--- config.mk ---
export PLATFORM = sky130hd
export DESIGN_NAME = spm_port
export DESIGN_NICKNAME = d
export VERILOG_FILES = /design/src/logic/spm_pkg.sv /design/src/logic/spm_rate_if.sv /design/src/logic/spm_rate_gen.sv /design/src/logic/spm_port.sv
export SDC_FILE = /design/constraint.sdc
export NUM_CORES = 1
export LEC_CHECK = 0
export BUFFER_PORTS_ARGS = -buffer_cell sky130_fd_sc_hd__buf_2
export CAP_MARGIN = 20
export CORE_MARGIN = 2
export CORE_UTILIZATION = 35
export DETAILED_ROUTE_END_ITERATION = 7
export PLACE_DENSITY_LB_ADDON = 0.12
export REMOVE_ABC_BUFFERS = 1
export SETUP_SLACK_MARGIN = 0.1
export SYNTH_ARGS = -nofsm -noshare
export SYNTH_HDL_FRONTEND = slang
export SYNTH_SLANG_ARGS = --single-unit
--- constraint.sdc ---
create_clock -name CLOCK_IN -period 2.1 [get_ports CLOCK_IN]
set_input_delay 0.42 -clock CLOCK_IN [delete_from_list [all_inputs] [get_ports CLOCK_IN]]
set_output_delay 0.42 -clock CLOCK_IN [all_outputs]
set_load 0.05 [all_outputs]
--- src/logic/spm_pkg.sv ---
// Purpose: Shared constants and types for the SPI master/slave port.
// Assumes: One 20 MHz system clock; serial pins already synchronous.
// Notes: Mode codes follow the port's 4-bit mode field.
package spm_pkg;
  localparam int CLK_HZ = 20000000;
  // Master bit rate dividers of the system clock
  localparam int DIV_FAST = 4;
  localparam int DIV_MID = 16;
  localparam int DIV_SLOW = 64;
  localparam logic [5:0] HALF_FAST = 6'(DIV_FAST / 2);
  localparam logic [5:0] HALF_MID = 6'(DIV_MID / 2);
  localparam logic [5:0] HALF_SLOW = 6'(DIV_SLOW / 2);
  localparam logic [5:0] CNT_ZERO = 6'h00;

  localparam logic [3:0] MODE_DIV4 = 4'h0;
  localparam logic [3:0] MODE_DIV16 = 4'h1;
  localparam logic [3:0] MODE_DIV64 = 4'h2;
  localparam logic [3:0] MODE_TMR2 = 4'h3;
  localparam logic [3:0] MODE_SLV_SS = 4'h4;
  localparam logic [3:0] MODE_SLV = 4'h5;

  // Half-period edges of one byte: 16 clock edges, plus a late sample slot
  localparam logic [4:0] EDGE_ZERO = 5'h00;
  localparam logic [4:0] EDGE_LAST = 5'h0F;
  localparam logic [4:0] EDGE_LATE = 5'h10;
  localparam logic [3:0] BITS_ZERO = 4'h0;
  localparam logic [3:0] BITS_LAST = 4'h7;
  localparam logic [7:0] BYTE_RST = 8'h00;

  typedef enum logic {ST_IDLE, ST_SHIFT} spm_state_t;
endpackage

--- src/logic/spm_rate_if.sv ---
// Purpose: Carries rate select, run and tick between port and rate generator.
// Assumes: Single clock domain.
// Notes: tick is a one-cycle pulse per serial half period.
`timescale 1ns/1ps
interface spm_rate_if;
  logic run;
  logic [1:0] sel;
  logic tmr2;
  logic tick;
  modport ctrl (output run, output sel, output tmr2, input tick);
  modport gen (input run, input sel, input tmr2, output tick);
endinterface

--- src/logic/spm_rate_gen.sv ---
// Purpose: Half-period tick generator for master serial clock.
// Assumes: sel 0..2 divide the system clock, sel 3 follows timer match pulses.
// Notes: Counter clears while run is low, so a stalled transfer resumes cleanly.
`timescale 1ns/1ps
module spm_rate_gen
  import spm_pkg::*;
(
  input wire logic CLOCK_IN,
  input wire logic SYS_RST_IN,
  spm_rate_if.gen rif
);
  logic [5:0] cnt_q;
  logic [5:0] cnt_d;
  logic [5:0] half;

  always_comb
  begin
    case (rif.sel)
      2'h0: half = HALF_FAST;
      2'h1: half = HALF_MID;
      default: half = HALF_SLOW;
    endcase
    if (rif.sel == 2'h3)
    begin
      rif.tick = rif.run & rif.tmr2;
    end
    else
    begin
      rif.tick = rif.run & (cnt_q == 6'(half - 6'h01));
    end
    cnt_d = (!rif.run || rif.tick) ? CNT_ZERO : 6'(cnt_q + 6'h01);
  end

  always_ff @(posedge CLOCK_IN)
  begin
    if (SYS_RST_IN)
      cnt_q <= CNT_ZERO;
    else
      cnt_q <= cnt_d;
  end
endmodule

--- src/logic/spm_port.sv ---
// Purpose: SPI port, master or slave, byte wide, MSB first, double-buffered receive.
// Assumes: Serial pins and control bits are synchronous to CLOCK_IN.
// Notes: Pin enables are registered, so pins follow controls one clock later.
`timescale 1ns/1ps
// Contract
// - Eight bits received: buffer, full flag, irq
// - One shift register, MSB first, via buffer
// - Write while busy dropped, collision flag sticky
// - Buffer read clears full flag
// - Master starts shifting on buffer write
// - Master with output off keeps receiving
// - Polarity sets idle clock, edge bit picks
// - Master rate: clk/4, /16, /64, timer/2
// - Edge bit set: data valid before edge
// - Sample phase: middle or end of bit
// - Slave shifts on external clock, flags byte
// - Select mode: active only while select low
// - Select high releases data output at once; here one clock later, as pin enables are registered
// - Select high or disable zeroes counter
// - Master freezes during sleep, then resumes
// - Slave shifts in sleep, wakes on byte
// - Reset disables port, aborts transfer
// - Bus modes map to polarity/edge pairs
module spm_port
  import spm_pkg::*;
(
  input wire logic CLOCK_IN,
  input wire logic SYS_RST_IN,
  input wire logic PORT_ENABLE_IN,
  input wire logic [3:0] MODE_IN,
  input wire logic CLOCK_POLARITY_IN,
  input wire logic CLOCK_EDGE_IN,
  input wire logic SAMPLE_PHASE_IN,
  input wire logic SDO_DRIVE_EN_IN,
  input wire logic BUF_WR_IN,
  input wire logic [7:0] BUF_WDATA_IN,
  input wire logic BUF_RD_IN,
  input wire logic WRITE_COLLISION_FLAG_CLR_IN,
  input wire logic IRQ_CLR_IN,
  input wire logic IRQ_ENABLE_IN,
  input wire logic SLEEP_IN,
  input wire logic TMR2_MATCH_IN,
  input wire logic SCK_IN,
  input wire logic SDI_IN,
  input wire logic SS_N_IN,
  output logic [7:0] BUF_RDATA_OUT,
  output logic BUFFER_FULL_OUT,
  output logic PORT_IRQ_OUT,
  output logic WRITE_COLLISION_OUT,
  output logic BUSY_OUT,
  output logic WAKE_OUT,
  output logic SCK_OUT,
  output logic SCK_OE_OUT,
  output logic SDO_OUT,
  output logic SDO_OE_OUT
);
  spm_state_t state_q, state_d;
  logic [4:0] edge_q, edge_d;
  logic [3:0] bits_q, bits_d;
  logic [7:0] shift_q, shift_d;
  logic [7:0] buf_q, buf_d;
  logic bf_q, bf_d, irq_q, irq_d, write_collision_flag_q, write_collision_flag_d;
  logic sck_q, sck_d, sck_oe_q, sck_oe_d, sdo_q, sdo_d, sdo_oe_q, sdo_oe_d;
  logic sck_prev_q, wake_q, wake_d;
  logic master, slave, ss_block, serial_rst, busy;
  logic m_edge, s_edge, ev, change, sample, late_smp, rx_done, last_edge;
  logic [4:0] last_k;
  logic [7:0] rx_next;

  spm_rate_if rif ();

  spm_rate_gen u_rate (
    .CLOCK_IN(CLOCK_IN),
    .SYS_RST_IN(SYS_RST_IN),
    .rif(rif)
  );

  always_comb
  begin
    master = MODE_IN <= MODE_TMR2;
    slave = (MODE_IN == MODE_SLV_SS) || (MODE_IN == MODE_SLV);
    ss_block = (MODE_IN == MODE_SLV_SS) & SS_N_IN;
    serial_rst = !PORT_ENABLE_IN | ss_block;
    busy = state_q == ST_SHIFT;
    // Master clock stalls in sleep at every rate, freezing a master byte mid-way
    rif.run = master & busy & PORT_ENABLE_IN & !SLEEP_IN;
    rif.sel = MODE_IN[1:0];
    rif.tmr2 = TMR2_MATCH_IN;
    m_edge = rif.tick;
    // Slave clock is not gated by sleep, so bytes still arrive
    s_edge = slave & PORT_ENABLE_IN & !ss_block & (SCK_IN != sck_prev_q);
    ev = m_edge | s_edge;
    // End-of-bit sampling only applies to the master
    late_smp = master & SAMPLE_PHASE_IN;
    // Edge bit set: outputs change on odd (trailing) edges, sampled on even, or on odd when the master samples at end of bit
    change = ev & (edge_q[0] == CLOCK_EDGE_IN) & (edge_q != EDGE_LATE);
    if (late_smp)
      sample = ev & (edge_q[0] == CLOCK_EDGE_IN) & (edge_q != EDGE_ZERO);
    else
      sample = ev & (edge_q[0] != CLOCK_EDGE_IN) & (edge_q != EDGE_LATE);
    last_k = (late_smp & !CLOCK_EDGE_IN) ? EDGE_LATE : EDGE_LAST;
    last_edge = ev & (edge_q == last_k);
    rx_next = {shift_q[6:0], SDI_IN};
    rx_done = sample & (bits_q == BITS_LAST);
  end

  always_comb
  begin
    state_d = state_q;
    edge_d = edge_q;
    bits_d = bits_q;
    shift_d = shift_q;
    buf_d = buf_q;
    sdo_d = sdo_q;
    sck_d = sck_q;
    bf_d = rx_done | (bf_q & !BUF_RD_IN);
    irq_d = rx_done | (irq_q & !IRQ_CLR_IN);
    write_collision_flag_d = (BUF_WR_IN & busy) | (write_collision_flag_q & !WRITE_COLLISION_FLAG_CLR_IN);
    case (state_q)
      ST_IDLE:
      begin
        sck_d = master ? CLOCK_POLARITY_IN : sck_q;
        if (BUF_WR_IN)
        begin
          buf_d = BUF_WDATA_IN;
          shift_d = BUF_WDATA_IN;
          sdo_d = BUF_WDATA_IN[7];
        end
        if (master & PORT_ENABLE_IN & (BUF_WR_IN | !SDO_DRIVE_EN_IN))
        begin
          state_d = ST_SHIFT;
          edge_d = EDGE_ZERO;
          bits_d = BITS_ZERO;
        end
      end
      ST_SHIFT:
      begin
      end
      default:
      begin
        state_d = ST_IDLE;
      end
    endcase
    if (ev & !(state_q == ST_IDLE & BUF_WR_IN))
    begin
      if (change)
        sdo_d = sample ? shift_q[6] : shift_q[7];
      if (sample)
      begin
        shift_d = rx_next;
        bits_d = 4'(bits_q + 4'h1);
      end
      if (rx_done)
        buf_d = rx_next;
      if (master & (edge_q != EDGE_LATE))
        sck_d = ~sck_q;
      if (last_edge)
      begin
        state_d = ST_IDLE;
        edge_d = EDGE_ZERO;
        bits_d = BITS_ZERO;
      end
      else
      begin
        state_d = ST_SHIFT;
        edge_d = 5'(edge_q + 5'h01);
      end
    end
    if (serial_rst)
    begin
      state_d = ST_IDLE;
      edge_d = EDGE_ZERO;
      bits_d = BITS_ZERO;
      sck_d = CLOCK_POLARITY_IN;
    end
    sck_oe_d = PORT_ENABLE_IN & master;
    sdo_oe_d = PORT_ENABLE_IN & SDO_DRIVE_EN_IN & !ss_block;
    wake_d = SLEEP_IN & IRQ_ENABLE_IN & irq_q;
  end

  always_ff @(posedge CLOCK_IN)
  begin
    if (SYS_RST_IN)
    begin
      state_q <= ST_IDLE;
      edge_q <= EDGE_ZERO;
      bits_q <= BITS_ZERO;
      shift_q <= BYTE_RST;
      buf_q <= BYTE_RST;
      bf_q <= 1'b0;
      irq_q <= 1'b0;
      write_collision_flag_q <= 1'b0;
      sck_q <= 1'b0;
      sck_oe_q <= 1'b0;
      sdo_q <= 1'b0;
      sdo_oe_q <= 1'b0;
      sck_prev_q <= 1'b0;
      wake_q <= 1'b0;
    end
    else
    begin
      state_q <= state_d;
      edge_q <= edge_d;
      bits_q <= bits_d;
      shift_q <= shift_d;
      buf_q <= buf_d;
      bf_q <= bf_d;
      irq_q <= irq_d;
      write_collision_flag_q <= write_collision_flag_d;
      sck_q <= sck_d;
      sck_oe_q <= sck_oe_d;
      sdo_q <= sdo_d;
      sdo_oe_q <= sdo_oe_d;
      sck_prev_q <= SCK_IN;
      wake_q <= wake_d;
    end
  end

  assign BUF_RDATA_OUT = buf_q;
  assign BUFFER_FULL_OUT = bf_q;
  assign PORT_IRQ_OUT = irq_q;
  assign WRITE_COLLISION_OUT = write_collision_flag_q;
  assign BUSY_OUT = state_q == ST_SHIFT;
  assign WAKE_OUT = wake_q;
  assign SCK_OUT = sck_q;
  assign SCK_OE_OUT = sck_oe_q;
  assign SDO_OUT = sdo_q;
  assign SDO_OE_OUT = sdo_oe_q;
endmodule

==> impl_metrics.env, run 1 <==
export IMPL_ys_dominant_reg_cell="dfxtp_1"
export IMPL_fp_dieW_um=81.6
export IMPL_core_area_um2=5890
export IMPL_root_buffer="clkbuf_8"
export IMPL_syn_inst=246
export IMPL_fin_skew_ns=0.00349
export IMPL_clk_pin_slew_ns=0.08
export IMPL_path_depth=6
export IMPL_dpl_cell_area_um2=2630
export IMPL_crit_path_start_kind="flop"
export IMPL_irDropWorstVdd_mv=0.329
export IMPL_place_gp_congestion=0.788
export IMPL_final_area_um2=2850
export IMPL_grtUsageTotal_pct=16.6
export IMPL_numCtsBuffers=5
export IMPL_crit_chain="or4_4 > a21oi_4 > o211ai_4 > and2_2 > or4_1 > nand3_1"
export IMPL_cts_sinks=41
export IMPL_nNetsFinal=353
export IMPL_cp_end_kind="flop"
export IMPL_pin_count=46
export IMPL_hpwlAfterDp_um=3950
export IMPL_slew_headroom_pct=71.7
export IMPL_yosysWarnings=0
export IMPL_die_area_um2=6660
export IMPL_start_util_pct=35.8
export IMPL_post_cts_buffers=0
export IMPL_finalSetupTns_ns=0
export IMPL_whs_path_depth=2
export IMPL_avgRoutedWirePerCell_um=13.4
export IMPL_slew_violations=0
export IMPL_finalWorstSetupSlack_ns=0.106
export IMPL_dp_cells=388
export IMPL_p_per_area_nw_per_um2=614
export IMPL_clkLatencyLatePin_ns=0.29
export IMPL_rsz0062_at_grt="true"
export IMPL_cts_path_max_buffers=2
export IMPL_first_global_vias=1924
export IMPL_first_pass_iters=4
export IMPL_cellLeakagePower_nw=1.19
export IMPL_yosysSeqAreaShare_pct=39.0
export IMPL_io_buffers=45
export IMPL_drc_errors=0
export IMPL_tritoncts="built"
export IMPL_hold_path_class="in -> reg"
export IMPL_fin_cells=396
export IMPL_crit_slowest_cell="or4_1"
export IMPL_worst_path_largest_cell_delay_ns=0.50
export IMPL_hold_viol=0
export IMPL_area_growth_pct=35.0
export IMPL_worstPathMaxFanout=6
export IMPL_yosysMostFrequentCell="dfxtp_1"
export IMPL_place_ws_ns=-0.168
export IMPL_cap_violations=0
export IMPL_worstMarginPinSlew_ns=0.420
export IMPL_status="complete, no violations"
export IMPL_fmaxAchievable_mhz=501
export IMPL_grt_pass1_wl_um=8650
export IMPL_num_antenna_cells=0
export IMPL_netlist_area_um2=2110
export IMPL_finalSetupViolations=0
export IMPL_synth_top_cells_by_count="dfxtp_1 (41), nor2_1 (38), nand2_1 (18)"
export IMPL_arrival_ns=2.23
export IMPL_vias_per_cell=5.15
export IMPL_rows=28
export IMPL_first_iter_violations=56
export IMPL_synth_enable_flop_cells=0
export IMPL_cp_num_buf_inv=0
export IMPL_synth_top_area_share_pct=39.0
export IMPL_die_h_um=81.6
export IMPL_hold_slack_ns=0.367
export IMPL_path_delay_family="simple AND/OR/NAND/NOR gates"
export IMPL_ant_nets=0
export IMPL_synth_distinct_cells=52
export IMPL_wirelength_um=5320
export IMPL_power_mw=1.75
export IMPL_async_reset_ff_share_pct=0
export IMPL_avgSynthCellArea_um2=8.57
export IMPL_antenna_found_initial=0
export IMPL_ys_top_cells_by_area="dfxtp_1 (39%), nor2_1 (6.8%), mux2i_1 (4.3%)"
export IMPL_critPathRequiredTime_ns=2.34
export IMPL_overflow=0
export IMPL_min_period_ns=1.99
export IMPL_postLayoutCoreUtil_pct=48.3
export IMPL_vias=2040
export IMPL_final_period_utilization_pct=95.0
export IMPL_reg2reg_depth=6
export IMPL_yosys_area_top_type="dfxtp_1"
export IMPL_worstSetupPathType="reg -> reg"
export IMPL_htreeDepth=2
export IMPL_drive_above_1_share_pct=35.2
export IMPL_grt_max_degree=24
export IMPL_ys_ff_latch=41
## final timing paths
check | startpoint | to | slack, ns
worst max-delay path | u_rate.cnt_q[1] | edge_q[3] | 0.11
worst min-delay path | SYS_RST_IN | SCK_OUT | 0.37
worst max register to register | u_rate.cnt_q[1] | edge_q[3] | 0.11
worst min register to register | BUFFER_FULL_OUT | BUFFER_FULL_OUT | 0.47
## logic make-up after synthesis
family | share of synthesized area [%]
compound gates | 17.0
xor+xnor | 2.49
fa+ha+maj | 2.38
buf+inv | 3.86
flops | 39.0
mux | 4.28
simple gates | 31.0
## routing by layer
| metal | GRT usage [%] | part of all wire (%) |
|---|---|---|
| met4 | 5.33 | 1.5 |
| met1 | 22.1 | 48 |
| met2 | 27.4 | 46 |
| met3 | 2.97 | 4.4 |
| met5 | 0 | 0 |
## power by group
| group | switching, mW | internal (mW) | total [mW] |
|---|---|---|---|
| Clock | 0.285 | 0.388 | 0.673 |
| Sequential | 0.0174 | 0.804 | 0.821 |
| Combinational | 0.149 | 0.103 | 0.253 |
## worst register-to-register path: cells and delay by family (launching register included)
family / cells / cell delay (ns)
flops: 1 / 0.35
simple gates: 4 / 1.32
compound gates: 2 / 0.28
## sequential cells by signal, summed over array words and instances (netlist names), 4 cells and up
signal,flops
shift_q,8
edge_q,5
u_rate.cnt_q,6
bits_q,4
BUF_RDATA_OUT,8
## repair_timing
action,4_1_cts,5_1_grt
endpoints found under the setup margin,9,20
hold buffers,0,0
hold endpoints to repair,0,0
resized for setup,5,20
pin swaps,0,7
## area by class of cell
class,instances,area (um^2)
inverter,5,18.8
tap,75,93.8
clock buffer,7,86.3
sequential,41,825
multi-input combinational,188,1290
timing repair buffer,79,500
fill,596,3040
clock inverter,1,30.0
## placed cells by master, fill, tap and decap left out, types with 3 or more instances in the layout
| cell type | netlist | routed |
|---|---|---|
| a31oi_1 | 4 | 4 |
| buf_2 | 2 | 45 |
| dfxtp_1 | 41 | 38 |
| ha_1 | 4 | 3 |
| o21ai_0 | 4 | 4 |
| inv_1 | 5 | 3 |
| xor2_1 | 3 | 3 |
| xnor2_1 | 3 | 3 |
| mux2i_1 | 9 | 8 |
| a21oi_1 | 10 | 9 |
| nand4_1 | 6 | 6 |
| nor3b_1 | 4 | 4 |
| nand3_1 | 15 | 15 |
| clkbuf_8 | 0 | 6 |
| nand2_1 | 18 | 17 |
| a2111oi_1 | 1 | 3 |
| buf_4 | 0 | 31 |
| a211oi_1 | 8 | 6 |
| a211oi_2 | 1 | 3 |
| nand2b_1 | 8 | 8 |
| and4b_1 | 3 | 3 |
| nor3_1 | 12 | 11 |
| nor2_1 | 38 | 37 |
| dfxtp_2 | 0 | 3 |
Note: power is estimated with default switching activity, not from simulation.
==> run 2, diff against run 1 <==
==> constraint.sdc (replaced) <==
create_clock -name CLOCK_IN -period 2 [get_ports CLOCK_IN]
set_input_delay 0.4 -clock CLOCK_IN [delete_from_list [all_inputs] [get_ports CLOCK_IN]]
set_output_delay 0.4 -clock CLOCK_IN [all_outputs]
set_load 0.05 [all_outputs]
==> run 2 against run 1 <==
Against the previous run: clock-buffer cell count fell by 1; critical endpoint is now SDO_OUT; utilization rose by 3.0 points; critical path depth rose by 2; critical path type unchanged; global-route usage rose by 0.24 points; first-iteration DRC count fell by 1.8%; total power fell by 3.8%; largest cell class unchanged; sequential cell count did not move; via count rose by 3.3%; worst setup slack got worse by 0.068 ns; routed wire length rose by 2.2%; combinational power rose by 9.9%.
==> impl_metrics.env, run 2 (same netlist as run 1, synthesis figures left out) <==
export IMPL_fin_cells=411
export IMPL_grt_pass1_wl_um=8670
export IMPL_hold_path_class="in -> reg"
export IMPL_power_mw=1.68
export IMPL_cellLeakagePower_nw=1.28
export IMPL_slew_violations=0
export IMPL_dpl_cell_area_um2=2660
export IMPL_fin_skew_ns=0.00896
export IMPL_numCtsBuffers=5
export IMPL_tritoncts="built"
export IMPL_ant_nets=0
export IMPL_area_growth_pct=43.3
export IMPL_die_h_um=81.6
export IMPL_finalWorstSetupSlack_ns=0.0379
export IMPL_avgRoutedWirePerCell_um=13.2
export IMPL_power_frac_clock_pct=32.1
export IMPL_min_period_ns=1.96
export IMPL_nNetsFinal=368
export IMPL_fill_cells=576
export IMPL_grtUsageTotal_pct=16.9
export IMPL_status="complete, no violations"
export IMPL_crit_path_start_kind="flop"
export IMPL_cts_sinks=41
export IMPL_hold_buffers=0
export IMPL_root_buffer="clkbuf_8"
export IMPL_finalSetupTns_ns=0
export IMPL_cell_internal_pwr_mw=1.20
export IMPL_hold_slack_ns=0.348
export IMPL_irDropWorstVdd_mv=0.226
export IMPL_clkLatencyLatePin_ns=0.30
export IMPL_clk_pin_slew_ns=0.08
export IMPL_switching_power_mw=0.478
export IMPL_num_antenna_cells=0
export IMPL_vias_per_cell=5.13
export IMPL_p_seq_share_pct=51.4
export IMPL_switching_share_pct=28.5
export IMPL_p_per_area_nw_per_um2=557
export IMPL_final_period_utilization_pct=98.1
export IMPL_holdCritStartpoint="SDO_DRIVE_EN_IN"
export IMPL_whs_endpoint="SDO_OE_OUT"
export IMPL_io_buffers=45
export IMPL_cts_path_max_buffers=2
export IMPL_final_common_cell="buf_2"
export IMPL_rows=28
export IMPL_worstMarginPinSlew_ns=0.405
export IMPL_critPathRequiredTime_ns=2.21
export IMPL_wirelength_um=5440
export IMPL_fp_dieW_um=81.6
export IMPL_place_ws_ns=-0.281
export IMPL_arrival_ns=2.18
export IMPL_cp_end_kind="flop"
export IMPL_multi_input_area_um2=1380
export IMPL_pin_count=46
export IMPL_regArea_um2=825
export IMPL_drc_errors=0
export IMPL_vias=2107
export IMPL_cap_violations=0
export IMPL_fmaxAchievable_mhz=510
export IMPL_grt_max_degree=24
export IMPL_dp_cells=392
export IMPL_finalSetupViolations=0
export IMPL_postLayoutCoreUtil_pct=51.3
export IMPL_worstPathMaxFanout=16
export IMPL_hpwlAfterDp_um=4020
export IMPL_r2r_slack_ns=0.04
export IMPL_drive_above_1_share_pct=42.0
export IMPL_place_gp_congestion=0.778
export IMPL_worstSetupPathType="reg -> reg"
export IMPL_first_iter_violations=55
export IMPL_hold_viol=0
export IMPL_whs_path_depth=2
export IMPL_die_area_um2=6660
export IMPL_final_cell_mix="buf_2 (45), buf_4 (43), dfxtp_1 (38)"
export IMPL_start_util_pct=35.8
export IMPL_rsz0062_at_grt="true"
export IMPL_core_area_um2=5890
export IMPL_first_global_vias=1904
export IMPL_r2r_start="edge_q[0]"
export IMPL_worst_r2r_endpoint="SDO_OUT"
export IMPL_overflow=0
export IMPL_antenna_found_initial=0
export IMPL_p_comb_share_pct=16.6
export IMPL_htreeDepth=2
export IMPL_reg2reg_depth=8
export IMPL_first_pass_iters=4
export IMPL_slew_headroom_pct=72.7
export IMPL_final_area_um2=3020
==> run 2: how the worst max path moves through the flow <==
stage,to,start,slack (ns)
6_report,SDO_OUT,edge_q[0],0.04
5_1_grt,shift_q[1],u_rate.cnt_q[1],-0.07
4_1_cts,shift_q[2],u_rate.cnt_q[1],0.04
3_5_place_dp,SDO_OUT,MODE_IN[2],-0.28
3_3_place_gp,SDO_OUT,MODE_IN[2],-0.27
2_1_floorplan,BUF_RDATA_OUT[7],BUSY_OUT,-0.44
==> run 2: cell type report <==
class	count	share of cell area (%)
flip-flops and latches	41	27.3
repair buffers	94	20.7
inverters	5	0.622
clock inverters	2	0.332
multi-input cells	188	45.5
well taps	75	3.11
clock buffers	6	2.40
==> run 2: timing repair <==
| item | 4_1_cts | 5_1_grt |
|---|---|---|
| buffers inserted | 5 | 6 |
| cloned | 0 | 0 |
| gates resized for setup | 11 | 38 |
| pin swaps | 5 | 14 |
| endpoints found under the setup margin | 22 | 26 |
==> run 2: power groups by stage <==
stage | clock network [mW] | registers [mW] | logic (mW)
after CTS | 0.556 | 0.863 | 0.266
after detailed placement | 0 | 0.880 | 0.258
after floorplan | 0 | 0.928 | 0.0967
after global placement | 0 | 0.880 | 0.255
after global routing | 0.595 | 0.868 | 0.302
final | 0.539 | 0.864 | 0.278
==> run 2: routing by layer <==
metal  global-route usage (%)  part of all wire, %  vias up
li1                         -                    -     1076
met1                     22.0                   48      986
met2                     27.6                   46       39
met3                     3.74                  4.6        6
met4                     5.50                  1.2        0
met5                        0                    0        -
==> run 2: worst max-delay path, cell delays in order (launching register included) <==
cell and delay, ns:
dfxtp_2 0.33, inv_2 0.06, ha_4 0.12, or4b_4 0.47, a31oi_4 0.23, a21oi_2 0.07, buf_12 0.16, mux2i_4 0.19
a311oi_1 0.25
